$ cat config.mk
export PLATFORM = sky130hd
export DESIGN_NAME = cpf_protector
export DESIGN_NICKNAME = d
export VERILOG_FILES = /design/src/core/cpf_pkg.sv /design/src/core/cpf_fault_channel.sv /design/src/core/cpf_protector.sv
export SDC_FILE = /design/constraint.sdc
export NUM_CORES = 1
export LEC_CHECK = 0
export CORE_MARGIN = 2
export CORE_UTILIZATION = 40
export CTS_BUF_LIST = sky130_fd_sc_hd__clkbuf_4 sky130_fd_sc_hd__clkbuf_8 sky130_fd_sc_hd__clkbuf_16
export CTS_CLUSTER_SIZE = 28
export DETAILED_ROUTE_END_ITERATION = 8
export DONT_BUFFER_PORTS = 1
export GPL_ROUTABILITY_DRIVEN = 0
export PLACE_DENSITY = 0.5
export SYNTH_ARGS = -nofsm -noshare
export SYNTH_HDL_FRONTEND = slang
export SYNTH_SLANG_ARGS = --single-unit
$ cat constraint.sdc
create_clock -name clk_sys -period 8.5 [get_ports clk_sys]
set_clock_uncertainty 0.05 [all_clocks]
set_input_delay 1.7 -clock clk_sys [delete_from_list [all_inputs] [get_ports clk_sys]]
set_output_delay 1.7 -clock clk_sys [all_outputs]
set_load 0.03 [all_outputs]
$ cat src/core/cpf_pkg.sv
// Contract
// - a fault starts its oscillator-timed counter with its own fixed delay
// - timer expiry with fault still present drops the matching gate enable
// - release runs a recovery timer; recurrence aborts it, expiry re-enables
// - overcharge delay is one of 0.25, 1.00, 1.25, 4.50 s; drops charge
// - over-discharge delay is one of 20, 96, 125, 144 ms
// - over-discharge expiry drives the discharge gate enable high to low
// - discharge overcurrent delay is one of 8, 16, 20, 48 ms; drops discharge
// - charge overcurrent delay is one of 4, 6, 8, 16 ms
// - charge overcurrent expiry drives the charge gate enable high to low
// - short circuit delay is fixed 250 us; drops discharge
// - in normal mode both gate enables are high
// - zero-volt charging of a depleted cell only while charger exceeds 1.7 V
// - charge gate goes high once the charger reaches zero-volt start
// - charge gate goes low while the cell is below zero-volt inhibit
// - thresholds and delay choices are build-time constants, never runtime
// - short circuit threshold is one of 300, 400, 500, 600 mV
// - charge overcurrent is ignored while in the over-discharge state
package cpf_pkg;

  // clock and timer base
  localparam int CLK_PERIOD_NS = 100;
  localparam int TICK_PERIOD_NS = 10000;
  localparam int TICK_CYCLES = TICK_PERIOD_NS / CLK_PERIOD_NS;
  localparam int TICK_US = TICK_PERIOD_NS / 1000;
  localparam int DIV_W = 7;
  localparam int CNT_W = 20;
  localparam logic [CNT_W-1:0] CNT_ONE = 20'h00001;
  localparam logic [DIV_W-1:0] DIV_ONE = 7'h01;

  // factory delay choices in microseconds
  localparam int OVP_DELAY_TABLE_US [4] = '{250000, 1000000, 1250000, 4500000};
  localparam int UVP_DELAY_TABLE_US [4] = '{20000, 96000, 125000, 144000};
  localparam int OCD_DELAY_TABLE_US [4] = '{8000, 16000, 20000, 48000};
  localparam int OCC_DELAY_TABLE_US [4] = '{4000, 6000, 8000, 16000};
  localparam int SCC_DELAY_US = 250;
  localparam int RECOVER_DELAY_US = 1000;

  // channel order in the fault vectors
  localparam int NUM_CH = 5;
  localparam int CH_OVP = 0;
  localparam int CH_UVP = 1;
  localparam int CH_OCD = 2;
  localparam int CH_OCC = 3;
  localparam int CH_SCC = 4;

  // threshold code widths and top codes (code 0 is the lowest magnitude)
  localparam int OVP_CODE_W = 4;
  localparam int UVP_CODE_W = 5;
  localparam int OC_CODE_W = 5;
  localparam int SCC_CODE_W = 2;
  localparam int OVP_CODE_MAX = 15;
  localparam int UVP_CODE_MAX = 16;
  localparam int OC_CODE_MAX = 22;

  // per-channel timer state
  typedef enum logic [1:0] {
    CPF_IDLE,
    CPF_DETECT,
    CPF_TRIPPED,
    CPF_RECOVER
  } cpf_state_e;

  typedef struct packed {
    logic [2:0] sync;
    logic level;
    cpf_state_e st;
    logic [CNT_W-1:0] cnt;
    logic tripped;
  } cpf_ch_s;

endpackage

$ cat src/core/cpf_fault_channel.sv
`timescale 1ns/10ps
`default_nettype none
module cpf_fault_channel import cpf_pkg::*; #(
  parameter int DELAY_TICKS = 25,
  parameter int RECOVER_TICKS = 100
) (
  input wire logic clk_sys,
  input wire logic rst,
  input wire logic tick,
  input wire logic fault_async,
  input wire logic enable,
  output logic fault_level,
  output logic tripped
);

  localparam logic [CNT_W-1:0] DELAY_CNT = CNT_W'(DELAY_TICKS);
  localparam logic [CNT_W-1:0] RECOVER_CNT = CNT_W'(RECOVER_TICKS);
  localparam cpf_ch_s CH_RESET = '{sync: 3'h0, level: 1'b0, st: CPF_IDLE,
                                   cnt: '0, tripped: 1'b0};

  cpf_ch_s r;
  cpf_ch_s next_r;
  logic active;

  //////////////////////////////////////////////////////////////////////////
  // sync, filter and timer state machine
  always_comb begin
    next_r = r;
    next_r.sync = {r.sync[1:0], fault_async};
    // only the agreeing later stages may move the level, first flop unread
    if (r.sync[1] == r.sync[2]) begin
      next_r.level = r.sync[2];
    end
    active = r.level & enable;
    case (r.st)
      CPF_IDLE: begin
        next_r.cnt = '0;
        if (active) begin
          next_r.st = CPF_DETECT;
        end
      end
      CPF_DETECT: begin
        if (!active) begin
          next_r.st = CPF_IDLE;
          next_r.cnt = '0;
        end else if (tick) begin
          // one extra tick so the delay is never shorter than nominal
          if (r.cnt == DELAY_CNT) begin
            next_r.st = CPF_TRIPPED;
            next_r.tripped = 1'b1;
            next_r.cnt = '0;
          end else begin
            next_r.cnt = r.cnt + CNT_ONE;
          end
        end
      end
      CPF_TRIPPED: begin
        next_r.cnt = '0;
        if (!active) begin
          next_r.st = CPF_RECOVER;
        end
      end
      CPF_RECOVER: begin
        if (active) begin
          next_r.st = CPF_TRIPPED;
          next_r.cnt = '0;
        end else if (tick) begin
          if (r.cnt == RECOVER_CNT) begin
            next_r.st = CPF_IDLE;
            next_r.tripped = 1'b0;
            next_r.cnt = '0;
          end else begin
            next_r.cnt = r.cnt + CNT_ONE;
          end
        end
      end
      default: begin
        next_r = CH_RESET;
      end
    endcase
  end

  // state register
  always_ff @(posedge clk_sys or posedge rst) begin
    if (rst) begin
      r <= CH_RESET;
    end else begin
      r <= next_r;
    end
  end

  assign fault_level = r.level;
  assign tripped = r.tripped;

  //////////////////////////////////////////////////////////////////////////
  // checks
  chk_level_agree: assert property (
    @(posedge clk_sys) disable iff (rst)
    (r.level != $past(r.level)) |-> ($past(r.sync[1]) == $past(r.sync[2])))
    else $error("level moved without agreeing sync stages");

  chk_detect_start: assert property (
    @(posedge clk_sys) disable iff (rst)
    (r.st == CPF_IDLE && active) |=> (r.st == CPF_DETECT && r.cnt == '0))
    else $error("fault did not start a fresh detection timer");

  chk_detect_clear: assert property (
    @(posedge clk_sys) disable iff (rst)
    (r.st == CPF_DETECT && !active) |=> (r.st == CPF_IDLE && r.cnt == '0))
    else $error("detection timer not cleared on fault drop");

  chk_trip_cause: assert property (
    @(posedge clk_sys) disable iff (rst)
    $rose(r.tripped) |-> ($past(active) && $past(tick)
                          && $past(r.cnt) == DELAY_CNT))
    else $error("trip without full delay on a present fault");

  chk_recover_abort: assert property (
    @(posedge clk_sys) disable iff (rst)
    (r.st == CPF_RECOVER && active) |=> (r.st == CPF_TRIPPED && r.tripped))
    else $error("recurring fault did not abort recovery");

  chk_recover_start: assert property (
    @(posedge clk_sys) disable iff (rst)
    (r.st == CPF_TRIPPED && !active) |=> (r.st == CPF_RECOVER && r.tripped))
    else $error("released fault did not start recovery");

endmodule // cpf_fault_channel
`default_nettype wire

$ cat src/core/cpf_protector.sv
`timescale 1ns/10ps
`default_nettype none
module cpf_protector import cpf_pkg::*; #(
  parameter logic [1:0] OVP_SEL = 2'h0,
  parameter logic [1:0] UVP_SEL = 2'h0,
  parameter logic [1:0] OCD_SEL = 2'h0,
  parameter logic [1:0] OCC_SEL = 2'h0,
  parameter int OVP_DELAY_US = OVP_DELAY_TABLE_US[OVP_SEL],
  parameter int UVP_DELAY_US = UVP_DELAY_TABLE_US[UVP_SEL],
  parameter int OCD_DELAY_US = OCD_DELAY_TABLE_US[OCD_SEL],
  parameter int OCC_DELAY_US = OCC_DELAY_TABLE_US[OCC_SEL],
  parameter int REC_DELAY_US = RECOVER_DELAY_US,
  parameter logic [OVP_CODE_W-1:0] OVP_THR_CODE = 4'h0,
  parameter logic [UVP_CODE_W-1:0] UVP_THR_CODE = 5'h00,
  parameter logic [OC_CODE_W-1:0] OCD_THR_CODE = 5'h00,
  parameter logic [OC_CODE_W-1:0] OCC_THR_CODE = 5'h00,
  parameter logic [SCC_CODE_W-1:0] SCC_THR_CODE = 2'h0
) (
  input wire logic clk_sys,
  input wire logic rst,
  input wire logic overcharge_fault,
  input wire logic overdischarge_fault,
  input wire logic discharge_overcurrent_fault,
  input wire logic charge_overcurrent_fault,
  input wire logic short_circuit_fault,
  input wire logic zero_volt_charge_start,
  input wire logic zero_volt_charge_inhibit,
  output logic charge_gate_enable,
  output logic discharge_gate_enable,
  output logic [NUM_CH-1:0] fault_tripped,
  output logic [OVP_CODE_W-1:0] overcharge_threshold_code,
  output logic [UVP_CODE_W-1:0] overdischarge_threshold_code,
  output logic [OC_CODE_W-1:0] discharge_overcurrent_threshold_code,
  output logic [OC_CODE_W-1:0] charge_overcurrent_threshold_code,
  output logic [SCC_CODE_W-1:0] short_circuit_threshold_code
);

  //////////////////////////////////////////////////////////////////////////
  // delay figures turned into timer ticks, rounded up
  // a coarser tick would save counter bits, but the fixed short-circuit
  // delay would then stretch by a larger share of its nominal length
  localparam int DELAY_US [NUM_CH] = '{OVP_DELAY_US, UVP_DELAY_US,
                                       OCD_DELAY_US, OCC_DELAY_US,
                                       SCC_DELAY_US};
  localparam int REC_TICKS = (REC_DELAY_US + TICK_US - 1) / TICK_US;
  localparam logic [DIV_W-1:0] DIV_LAST = DIV_W'(TICK_CYCLES - 1);

  // whole top state in one record
  typedef struct packed {
    logic [DIV_W-1:0] div;
    logic tick;
    logic [2:0] start_sync;
    logic start_level;
    logic [2:0] inhibit_sync;
    logic inhibit_level;
    logic chg;
    logic dsg;
    logic [NUM_CH-1:0] trip;
    logic [OVP_CODE_W-1:0] ovp_code;
    logic [UVP_CODE_W-1:0] uvp_code;
    logic [OC_CODE_W-1:0] ocd_code;
    logic [OC_CODE_W-1:0] occ_code;
    logic [SCC_CODE_W-1:0] scc_code;
  } cpf_top_s;

  localparam cpf_top_s TOP_RESET = '{div: '0, tick: 1'b0, start_sync: 3'h0,
    start_level: 1'b0, inhibit_sync: 3'h0, inhibit_level: 1'b0,
    chg: 1'b0, dsg: 1'b0, trip: '0, ovp_code: OVP_THR_CODE,
    uvp_code: UVP_THR_CODE, ocd_code: OCD_THR_CODE,
    occ_code: OCC_THR_CODE, scc_code: SCC_THR_CODE};

  cpf_top_s r;
  cpf_top_s next_r;
  logic [NUM_CH-1:0] fault_in;
  logic [NUM_CH-1:0] ch_enable;
  logic [NUM_CH-1:0] ch_level;
  logic [NUM_CH-1:0] ch_trip;

  assign fault_in[CH_OVP] = overcharge_fault;
  assign fault_in[CH_UVP] = overdischarge_fault;
  assign fault_in[CH_OCD] = discharge_overcurrent_fault;
  assign fault_in[CH_OCC] = charge_overcurrent_fault;
  assign fault_in[CH_SCC] = short_circuit_fault;

  //////////////////////////////////////////////////////////////////////////
  // one timer channel per fault comparator
  genvar gi;
  generate
    for (gi = 0; gi < NUM_CH; gi++) begin : g_ch
      // charge overcurrent is masked once the cell is in over-discharge
      if (gi == CH_OCC) begin : g_occ_en
        assign ch_enable[gi] = ~ch_trip[CH_UVP];
      end else begin : g_en
        assign ch_enable[gi] = 1'b1;
      end
      cpf_fault_channel #(
        .DELAY_TICKS((DELAY_US[gi] + TICK_US - 1) / TICK_US),
        .RECOVER_TICKS(REC_TICKS)
      ) u_ch (
        .clk_sys(clk_sys),
        .rst(rst),
        .tick(r.tick),
        .fault_async(fault_in[gi]),
        .enable(ch_enable[gi]),
        .fault_level(ch_level[gi]),
        .tripped(ch_trip[gi])
      );
    end
  endgenerate

  //////////////////////////////////////////////////////////////////////////
  // tick divider, zero-volt syncs and gate decisions
  always_comb begin
    next_r = r;
    // one-cycle timer tick every TICK_CYCLES oscillator cycles
    // the tick is registered so every channel counts on the same edge
    if (r.div == DIV_LAST) begin
      next_r.div = '0;
      next_r.tick = 1'b1;
    end else begin
      next_r.div = r.div + DIV_ONE;
      next_r.tick = 1'b0;
    end
    next_r.start_sync = {r.start_sync[1:0], zero_volt_charge_start};
    next_r.inhibit_sync = {r.inhibit_sync[1:0], zero_volt_charge_inhibit};
    if (r.start_sync[1] == r.start_sync[2]) begin
      next_r.start_level = r.start_sync[2];
    end
    if (r.inhibit_sync[1] == r.inhibit_sync[2]) begin
      next_r.inhibit_level = r.inhibit_sync[2];
    end
    next_r.trip = ch_trip;
    // gates come from registers, so a comparator glitch can never reach
    // a pin without passing the filters first, and fault inputs the timers too
    // discharge path: over-discharge, discharge overcurrent or short circuit drop it
    next_r.dsg = ~(ch_trip[CH_UVP] | ch_trip[CH_OCD]
                   | ch_trip[CH_SCC]);
    // charge path: inhibit beats everything, zero-volt beats overcurrent
    if (r.inhibit_level) begin
      next_r.chg = 1'b0;
    end else if (ch_trip[CH_UVP]) begin
      next_r.chg = r.start_level;
    end else begin
      next_r.chg = ~(ch_trip[CH_OVP] | ch_trip[CH_OCC]);
    end
    // factory codes come only from parameters, no runtime path writes them
    next_r.ovp_code = OVP_THR_CODE;
    next_r.uvp_code = UVP_THR_CODE;
    next_r.ocd_code = OCD_THR_CODE;
    next_r.occ_code = OCC_THR_CODE;
    next_r.scc_code = SCC_THR_CODE;
  end

  // state register; gates stay off during reset as the safe state
  always_ff @(posedge clk_sys or posedge rst) begin
    if (rst) begin
      r <= TOP_RESET;
    end else begin
      r <= next_r;
    end
  end

  assign charge_gate_enable = r.chg;
  assign discharge_gate_enable = r.dsg;
  assign fault_tripped = r.trip;
  assign overcharge_threshold_code = r.ovp_code;
  assign overdischarge_threshold_code = r.uvp_code;
  assign discharge_overcurrent_threshold_code = r.ocd_code;
  assign charge_overcurrent_threshold_code = r.occ_code;
  assign short_circuit_threshold_code = r.scc_code;

  //////////////////////////////////////////////////////////////////////////
  // checks
  chk_chg_inhibit: assert property (
    @(posedge clk_sys) disable iff (rst)
    r.inhibit_level |=> !charge_gate_enable)
    else $error("charge gate high while inhibit level set");

  chk_chg_zero_volt: assert property (
    @(posedge clk_sys) disable iff (rst)
    (ch_trip[CH_UVP] && !r.inhibit_level)
      |=> (charge_gate_enable == $past(r.start_level)))
    else $error("depleted cell charge gate not following charger level");

  chk_chg_fault_off: assert property (
    @(posedge clk_sys) disable iff (rst)
    ((ch_trip[CH_OVP] || ch_trip[CH_OCC]) && !ch_trip[CH_UVP])
      |=> !charge_gate_enable)
    else $error("charge gate high with overcharge or charge overcurrent");

  chk_dsg_fault_off: assert property (
    @(posedge clk_sys) disable iff (rst)
    (ch_trip[CH_UVP] || ch_trip[CH_OCD] || ch_trip[CH_SCC])
      |=> !discharge_gate_enable)
    else $error("discharge gate high with a discharge fault tripped");

  chk_normal_both_on: assert property (
    @(posedge clk_sys) disable iff (rst)
    (ch_trip == '0 && !r.inhibit_level)
      |=> (charge_gate_enable && discharge_gate_enable))
    else $error("gates not both on in normal mode");

  chk_occ_masked: assert property (
    @(posedge clk_sys) disable iff (rst)
    (ch_trip[CH_UVP] && !ch_trip[CH_OCC]) |=> !$rose(ch_trip[CH_OCC]))
    else $error("charge overcurrent tripped during over-discharge");

  chk_tick_period: assert property (
    @(posedge clk_sys) disable iff (rst)
    r.tick |=> !r.tick [*8])
    else $error("timer tick faster than its divider");

  chk_cfg_stable: assert property (
    @(posedge clk_sys) disable iff (rst)
    $stable(r.ovp_code) && $stable(r.uvp_code) && $stable(r.scc_code)
      && $stable(r.ocd_code) && $stable(r.occ_code))
    else $error("factory configuration code changed at runtime");

  chk_cfg_range: assert property (
    @(posedge clk_sys) disable iff (rst)
    (int'(OCD_THR_CODE) <= OC_CODE_MAX && int'(OCC_THR_CODE) <= OC_CODE_MAX
     && int'(OVP_THR_CODE) <= OVP_CODE_MAX
     && int'(UVP_THR_CODE) <= UVP_CODE_MAX))
    else $error("threshold code outside its factory range");


  //////////////////////////////////////////////////////////////////////////
  // divider and output bookkeeping checks
  // the divider must never skip or stall, or every delay stretches silently
  chk_div_range: assert property (
    @(posedge clk_sys) disable iff (rst)
    r.div <= DIV_LAST)
    else $error("tick divider ran past its last count");

  chk_div_step: assert property (
    @(posedge clk_sys) disable iff (rst)
    (r.div != DIV_LAST) |=> (r.div == $past(r.div) + DIV_ONE))
    else $error("tick divider did not advance by one");

  // a tick is issued exactly on the wrap of the divider
  chk_tick_wrap: assert property (
    @(posedge clk_sys) disable iff (rst)
    r.tick |-> (r.div == '0 && $past(r.div) == DIV_LAST))
    else $error("timer tick not aligned with the divider wrap");

  // status bits mirror the channel flags one register later
  chk_trip_mirror: assert property (
    @(posedge clk_sys) disable iff (rst)
    fault_tripped == $past(ch_trip))
    else $error("tripped status does not follow the channels");

  // a new trip needs the synchronised fault level in the cycle before
  chk_trip_on_level: assert property (
    @(posedge clk_sys) disable iff (rst)
    (ch_trip & ~$past(ch_trip) & ~$past(ch_level)) == '0)
    else $error("channel tripped without its fault level");

  // a gate only falls for a cause that the gate logic names
  chk_chg_fall_cause: assert property (
    @(posedge clk_sys) disable iff (rst)
    $fell(charge_gate_enable) |-> $past(r.inhibit_level || ch_trip[CH_OVP]
      || ch_trip[CH_OCC] || (ch_trip[CH_UVP] && !r.start_level)))
    else $error("charge gate dropped without a cause");

  chk_dsg_fall_cause: assert property (
    @(posedge clk_sys) disable iff (rst)
    $fell(discharge_gate_enable) |-> $past(ch_trip[CH_UVP]
      || ch_trip[CH_OCD] || ch_trip[CH_SCC]))
    else $error("discharge gate dropped without a cause");

  // once the matching faults have recovered the gate comes straight back
  chk_dsg_restore: assert property (
    @(posedge clk_sys) disable iff (rst)
    !(ch_trip[CH_UVP] || ch_trip[CH_OCD] || ch_trip[CH_SCC])
      |=> discharge_gate_enable)
    else $error("discharge gate not restored after recovery");

  chk_chg_restore: assert property (
    @(posedge clk_sys) disable iff (rst)
    !(r.inhibit_level || ch_trip[CH_UVP] || ch_trip[CH_OVP]
      || ch_trip[CH_OCC]) |=> charge_gate_enable)
    else $error("charge gate not restored after recovery");

  // a depleted cell with a charger present is allowed to charge
  chk_zv_start_on: assert property (
    @(posedge clk_sys) disable iff (rst)
    (ch_trip[CH_UVP] && !r.inhibit_level && r.start_level)
      |=> charge_gate_enable)
    else $error("charger present but depleted cell not charged");

  // the zero-volt levels move only when both late sync stages agree
  chk_start_agree: assert property (
    @(posedge clk_sys) disable iff (rst)
    (r.start_level != $past(r.start_level))
      |-> ($past(r.start_sync[1]) == $past(r.start_sync[2])))
    else $error("start level moved without agreeing sync stages");

  chk_inhibit_agree: assert property (
    @(posedge clk_sys) disable iff (rst)
    (r.inhibit_level != $past(r.inhibit_level))
      |-> ($past(r.inhibit_sync[1]) == $past(r.inhibit_sync[2])))
    else $error("inhibit level moved without agreeing sync stages");

endmodule // cpf_protector
`default_nettype wire

* Word level (Yosys, flattened, before mapping)
Index checks and enable logic that the tools add are counted.
** Cells by class
- Add/subtract/negate cells :: 6
- Equal/unequal tests :: 93
- Muxes and demuxes :: 83
- Bitwise gates (word level) :: 7
- Reductions and logical operators :: 25
** Operators with widths (count)
- 22-bit case mux with 4 select lines :: 5
- 23-bit two-way mux :: 10
- 22-bit two-way mux :: 10
- 20-bit two-way mux :: 10
- 20-bit by 1-bit adder with 20-bit output (second input constant) :: 5
- 20-bit by 7-bit == test with 1-bit output (second input constant) :: 5
- 2-bit two-way mux :: 20
- 2-bit by 1-bit != test with 1-bit output (second input constant) :: 20
- 2-bit != test (second input constant) :: 20
- 7-bit AND reduction :: 5
- 3-bit != test (second input constant) :: 10
- 6-bit AND reduction :: 5
- 1-bit two-way mux :: 22
- 2-bit == test (second input constant) :: 10
- 20-bit by 10-bit == test with 1-bit output (second input constant) :: 1
- 20-bit by 11-bit == test with 1-bit output (second input constant) :: 1
- 20-bit by 15-bit == test with 1-bit output (second input constant) :: 1
- 20-bit by 5-bit == test with 1-bit output (second input constant) :: 1
- 20-bit by 9-bit == test with 1-bit output (second input constant) :: 1
- 3-bit by 1-bit != test with 1-bit output (second input constant) :: 5
- 3-bit by 2-bit != test with 1-bit output (second input constant) :: 5
- 2-bit by 1-bit == test with 1-bit output (second input constant) :: 5
- 2-bit zero test :: 5
- 1-bit case mux with 2 select lines :: 5
- other kinds (9) :: 27
** Storage, ports and cells
- Register bits :: 158
- Input bits :: 9
- Output and inout bits :: 28
- Word-level logic and storage cells :: 248

* Longest topological paths before layout
Gate-level depths: netlist of the first run.
- Depth in word-level cells :: 5
- Depth in mapped cells :: 9
- Gate-level depth less buffers :: 7

* By module
Synthesis of the first run repeated with hierarchy kept, for this count alone.
** Second synthesis, totals
- Cells, all modules :: 900
- Area total of the unflattened synthesis :: 8689.6 µm²
** By module, submodules not included
- cpf_fault_channel at g_ch[1].u_ch :: instances 1, cells each 192, area each 1632.8 µm², sequential area each 675.6 µm²
- cpf_fault_channel at g_ch[0].u_ch :: instances 1, cells each 164, area each 1631.6 µm², sequential area each 675.6 µm²
- cpf_fault_channel at g_ch[4].u_ch :: instances 1, cells each 162, area each 1517.7 µm², sequential area each 675.6 µm²
- cpf_fault_channel at g_ch[3].u_ch :: instances 1, cells each 151, area each 1470.2 µm², sequential area each 675.6 µm²
- cpf_fault_channel at g_ch[2].u_ch :: instances 1, cells each 150, area each 1456.4 µm², sequential area each 675.6 µm²
- cpf_protector :: instances 1, cells each 81, area each 980.9 µm², sequential area each 575.6 µm²

* Worst setup path after synthesis of the first run
Ideal clock, no wire load.
- Path type :: register to output
- Start :: register r, in the netlist fault_tripped[0]
- End :: output fault_tripped[0]
- Arrival :: 0.493 ns
- Data required time :: 6.750 ns
- Path slack :: 6.257 ns
- Cell stages (with the launch flop) :: 2
- Buffers on the path :: 1
- Path through :: dfrtp_1 -> buf_4
** RTL lines
- from (decl) :: line cpf_protector.sv:72 : cpf_top_s r;
- from (signal assigned) :: line cpf_protector.sv:159 : r <= next_r;
- to (decl) :: line cpf_protector.sv:30 : output logic [NUM_CH-1:0] fault_tripped,
No word-level cell between the ends.

* Final worst setup path of the first run
- Start :: register r[36] in the netlist's numbering
- End :: register g_ch[3].u_ch.r[18] in the netlist's numbering
** Between the ends
- Word-level cells in the longest chain between the ends :: 2
- Elaborated cells on any way between the ends :: 3
- Classes of those cells :: 2 x eq/ne; 1 x reduce/logical
** RTL lines
- 3-bit by 2-bit != test with 1-bit output (no source line) or 3-bit != test (tied branches)
- 2-bit AND reduction (no source line) (*)
- to (signal assigned) :: line cpf_fault_channel.sv:88 : r <= next_r;
- to (decl) :: line cpf_fault_channel.sv:21 : cpf_ch_s r;
Every way passes the cells marked *; elsewhere a longest branch is shown, timed or not.
A chain may end at the register's enable or synchronous reset.

==> results of run 1 <==
-- worst register-to-register path, cell delays in order (launching register included) --
cell,delay (ns)
dfrtp_1,0.79
clkinv_1,0.52
nand2_1,0.61
o21ai_1,0.21
or3_1,0.40
a21oi_1,0.14
-- Yosys cell counts, drive strengths merged, types with 4 or more instances --
cell       n
dfrtp    158
nor2     127
xor2      65
nand2     44
nand3     39
buf       36
xnor2     33
nand4     26
inv       20
nor3      20
and3      18
nor4      15
and4      13
ha        12
nand2b    12
o2111ai   12
clkbuf    11
and2       9
o21ai      8
maj3       7
o211ai     7
o22ai      7
nor2b      6
nor4b      6
a2111oi    5
a21oi      5
a31oi      5
o31ai      5
a22o       4
a32o       4
or2        4
-- worst max-delay path by stage --
stage	to	slack, ns	cells past startpoint
detailed placement	g_ch[1].u_ch.fault_level	5.13	2
CTS	g_ch[1].u_ch.r[26]	5.60	2
global placement	g_ch[4].u_ch.r[14]	5.19	2
global route	g_ch[3].u_ch.r[6]	5.40	2
floorplan	async pin	2.49	1
finish	g_ch[3].u_ch.r[18]	5.72	5
-- cells by family (layout without fill, tap and decap cells) --
| family | Yosys count | count (layout) | share of synthesized area, % |
|---|---|---|---|
| xor+xnor | 98 | 98 | 10.9 |
| fa+ha+maj | 19 | 19 | 2.79 |
| other cells | 1 | 21 | 0.0475 |
| mux | 3 | 3 | 0.396 |
| compound gates | 83 | 83 | 8.44 |
| simple gates | 353 | 353 | 22.6 |
| buf+inv | 68 | 55 | 4.78 |
| flops | 158 | 158 | 50.1 |
-- per-layer routing --
metal / part of all wire [%] / track usage [%]
met4: 1.2 / 4.80
met3: 3.1 / 3.97
met1: 48 / 21.7
met5: 0 / 0
met2: 47 / 25.7
-- state kept, by name, summed over array words and instances (netlist names), named ones only --
register / count
fault_tripped: 5
charge_gate_enable: 1
g_ch.u_ch.tripped: 5
g_ch.u_ch.next_r: 10
discharge_gate_enable: 1
g_ch.u_ch.r: 110
r: 12
next_r: 4
g_ch.u_ch.fault_level: 5
-- where the power goes --
part	internal (mW)	switching (mW)	leakage, nW
Sequential	0.763	0.0124	2.11
Clock	0.431	0.307	0.268
Combinational	0.0139	0.0599	1.10
Total	1.21	0.379	3.48
-- per-stage QoR --
stage,cells,instance area [sq um],utilization [%]
after global placement,1023,8030,41.4
after detailed placement,1023,8030,41.4
after CTS,1055,8610,44.4
final,1055,8610,44.4
after global routing,1055,8610,44.4
after floorplan,803,7970,-
-- final cells by class --
cell class	instances	share of cell area, %
flip-flops and latches	158	45.9
multi-input cells	577	42.3
clock buffers	21	5.51
well taps	265	3.85
clock inverters	11	1.24
inverters	21	0.974
repair buffers	2	0.174
==> results.ini, run 1 <==
[worst_setup_path]
crit_fanout = 19
rr_endpoint = g_ch[3].u_ch.r[18]
r2r_slack_ns = 5.72
crit_type = flip-flop to flip-flop
critPathArrivalTime_ns = 3.09
slowest_delay_ns = 0.79
crit_path_top_delay_cell = dfrtp_1
crit_family = simple AND/OR/NAND/NOR gates
required_ns = 8.80
r2r_start = r[36]
rr_worst_depth = 5
crit_path_start_kind = flip-flop
path_cells = clkinv_1, nand2_1, o21ai_1, or3_1, a21oi_1
startpoint = r[36]
critPathCaptureType = flip-flop
path_buf_inv = 1

[clock_tree]
cts-resized-gates = 0
cts_buffers = 17
clock_path_buffers = 2
post_cts_buffers = 0
clk_latency_ns = 0.43
cts-root-buf = clkbuf_16
hold_buffers = 0
clk_pin_slew_worst_paths_ns = 0.07
cts_sinks = 158
cts_tree = yes
htree_levels = 4

[min_path]
hold-path-cell-count = 0
hold_class = flip-flop to flip-flop
hp-start = g_ch[4].u_ch.next_r[25]
hold_end = g_ch[4].u_ch.next_r[26]

[timing]
slew_headroom_pct = 22.0
slew_violations = 0
tightest_slew_ns = 1.14
setup_tns_ns = 0
final_hold_viol_count = 0
fin_ws_ns = 5.72
finalCritPeriodShare_pct = 32.8
rsz0062_at_grt = no
fmax_mhz = 359
setup_viol = 0
period_minus_slack_ns = 2.78
whs_ns = 0.298

[finish]
diodes = 0
area_delta_synth_final_pct = 8.97
final_cell_mix = 158 x dfrtp_1, 127 x nor2_1, 65 x xor2_1, 44 x nand2_1, 39 x nand3_1
layout_commonest_cell = dfrtp_1
nets = 798
drive_above_1_share_pct = 6.20
multi_input_area_sq_um = 3640
register_area_sq_um = 3950
nFillCells = 1850

[logic_synthesis]
synth_seq_cells = 158
synth_top_area_cell = dfrtp_1
ys_top_cells_by_area = dfrtp_1 50%, xor2_1 7.2%, nor2_1 6.0%
async_flop_share_pct = 100
ys_warn_count = 0
synth-edff-count = 0
synth_area_per_cell_sq_um = 10.1
synthFlopType = dfrtp_1
syn_area_sq_um = 7900
syn_inst = 783
ys_seq_area_share_pct = 50.1
ys_types = 60
yosysTopAreaCellShare_pct = 50.1

[floorplan]
die_h_um = 145
dieArea_sq_um = 20900
num_rows = 51
start_util_pct = 40.7
core_area_sq_um = 19400
die_w_um = 145
pin_count = 37

[drt]
drc = 0
wl_per_cell_um = 14.6
num_vias = 5484
drt_iter0_markers = 362
first_pass_iters = 6
routed_via_density = 5.20
wl_um = 15400
ant_nets = 0

[grt]
grt_overflow = 0
grt_pass1_vias = 5515
grt_pass1_wl_um = 26800
grt_max_degree = 83
grt_use_total_pct = 16.1
antenna_found_initial = 0

[power_and_ir_drop]
power.total_mw = 1.59
vdd_drop_max_uv = 139
cellLeakagePower_nw = 3.48
power.density_nw_per_um2 = 184

[placed_design]
dp_slack_ns = 5.13
dp.final_hpwl_um = 10400
io_buffers = 0

[outcome]
status = complete, no violations

[job]
drv_cap = 0

No activity file was read; power rests on OpenSTA's default activity.
==> run 2: changes to the inputs <==
- clock period: 8.5 -> 2.65 ns (I/O delays scaled with it)
==> run 2 against run 1 <==
Net effect: total power grew to 3.3 times the previous value; design area grew 1.9%; clock-buffer cell count shrank 1; routed wire length grew 2.5%; global-route usage grew 0.25 points; clock power grew to 3.3 times the previous value; hold slack lost 0.22 ns; final cell count grew 1.1%; critical path type unchanged; largest cell class unchanged.
==> results.ini, run 2 (synthesis results as in run 1) <==
[clock_tree]
htree_levels = 4
post_cts_buffers = 0
clk_pin_slew_worst_paths_ns = 0.07
clock_path_buffers = 2
clk_latency_ns = 0.42
cts-root-buf = clkbuf_16
cts_sinks = 158
cts_buffers = 17
cts-resized-gates = 0
hold_buffers = 0
cts_tree = yes

[placed_design]
io_buffers = 0
dp_slack_ns = 0.507
dp.cells = 1039
dp.final_hpwl_um = 10800

[drt]
first_pass_iters = 4
num_vias = 5534
wl_um = 15700
drc = 0
ant_nets = 0
drt_iter0_markers = 270
routed_via_density = 5.19
wl_per_cell_um = 14.8

[timing]
slew_headroom_pct = 37.6
fin_ws_ns = 0.514
rsz0062_at_grt = no
setup_tns_ns = 0
final_hold_viol_count = 0
whs_ns = 0.0806
finalCritPeriodShare_pct = 80.6
setup_viol = 0
period_minus_slack_ns = 2.14
tightest_slew_ns = 0.935
fmax_mhz = 468
slew_violations = 0

[min_path]
hold_class = primary input to flip-flop
hold-path-cell-count = 0
hp-start = charge_overcurrent_fault
hold_end = g_ch[3].u_ch.next_r[25]

[worst_setup_path]
required_ns = 2.90
path_cells = inv_1, ha_1, nor4b_1, nand3_1, o311ai_1, a21bo_1, buf_4, nor2_1
crit_path_top_delay_cell = dfrtp_1
slowest_delay_ns = 0.42
r2r_slack_ns = 0.51
crit_fanout = 18
rr_worst_depth = 8
critPathArrivalTime_ns = 2.38
crit_path_start_kind = flip-flop
r2r_start = g_ch[1].u_ch.r[1]
critPathCaptureType = flip-flop
crit_type = flip-flop to flip-flop
rr_endpoint = g_ch[1].u_ch.r[3]

[finish]
instances_no_fill = 1067
drive_above_1_share_pct = 7.61
regMostFlops = g_ch.u_ch.r
nFillCells = 1842
area_delta_synth_final_pct = 11.1
largest_reg_flops = 110
layout_commonest_cell = dfrtp_1
diodes = 0
final_cell_mix = 158 x dfrtp_1, 127 x nor2_1, 65 x xor2_1, 44 x nand2_1, 39 x nand3_1
nets = 814

[floorplan]
core_area_sq_um = 19400
die_h_um = 145
dieArea_sq_um = 20900
start_util_pct = 40.7
pin_count = 37
die_w_um = 145
num_rows = 51

[grt]
grt_use_total_pct = 16.3
grt_pass1_vias = 5450
grt_overflow = 0
antenna_found_initial = 0
grt_max_degree = 38
grt_pass1_wl_um = 27000

[job]
drv_cap = 0

[power_and_ir_drop]
power.total_mw = 5.21
cellLeakagePower_nw = 3.59
power.density_nw_per_um2 = 594
vdd_drop_max_uv = 397

[outcome]
status = complete, no violations

run 2: power breakdown:
part           internal [mW]  switching, mW
logic                 0.0668          0.200
clock network           1.51          0.938
registers               2.45         0.0398
run 2: layer usage:
layer / global-route usage, % / wire length, um
met4: 5.98 / 236
met5: 0 / 0
met3: 3.51 / 447
met2: 24.5 / 7040
met1: 23.3 / 8020
run 2: final cells by class:
class / instances / area [sq um] / area share [%]
inverter: 21 / 82.6 / 0.941
tap: 265 / 332 / 3.78
clock inverter: 8 / 118 / 1.34
clock buffer: 20 / 460 / 5.25
sequential: 158 / 3950 / 45.1
multi-input combinational: 577 / 3640 / 41.5
timing repair buffer: 18 / 185 / 2.11
run 2: worst max path at each step:
stage                            startpoint            endpoint  slack (ns)  cells past startpoint
after detailed placement  g_ch[1].u_ch.r[1]  g_ch[1].u_ch.r[12]        0.51                      8
after floorplan                         rst           async pin        0.07                      1
final                     g_ch[1].u_ch.r[1]   g_ch[1].u_ch.r[3]        0.51                      8
after global placement    g_ch[1].u_ch.r[1]   g_ch[1].u_ch.r[9]        0.51                      8
after CTS                 g_ch[1].u_ch.r[1]   g_ch[1].u_ch.r[3]        0.47                      8
after global routing      g_ch[1].u_ch.r[1]   g_ch[1].u_ch.r[3]        0.29                      8
run 2: per-stage QoR:
step	util [%]	cell area, sq um
floorplan	-	7980
global placement	42.2	8200
detailed placement	42.2	8200
CTS	45.2	8770
global route	45.2	8770
finish	45.2	8770
run 2: worst max-delay path, delay by kind of cell (launching register included):
kind	cells	cell delay, ns
AO/OA/AOI/OAI	2	0.48
adder cells (fa/ha/maj)	1	0.17
buffers and inverters	2	0.32
flip-flops	1	0.42
AND/OR/NAND/NOR	3	0.57
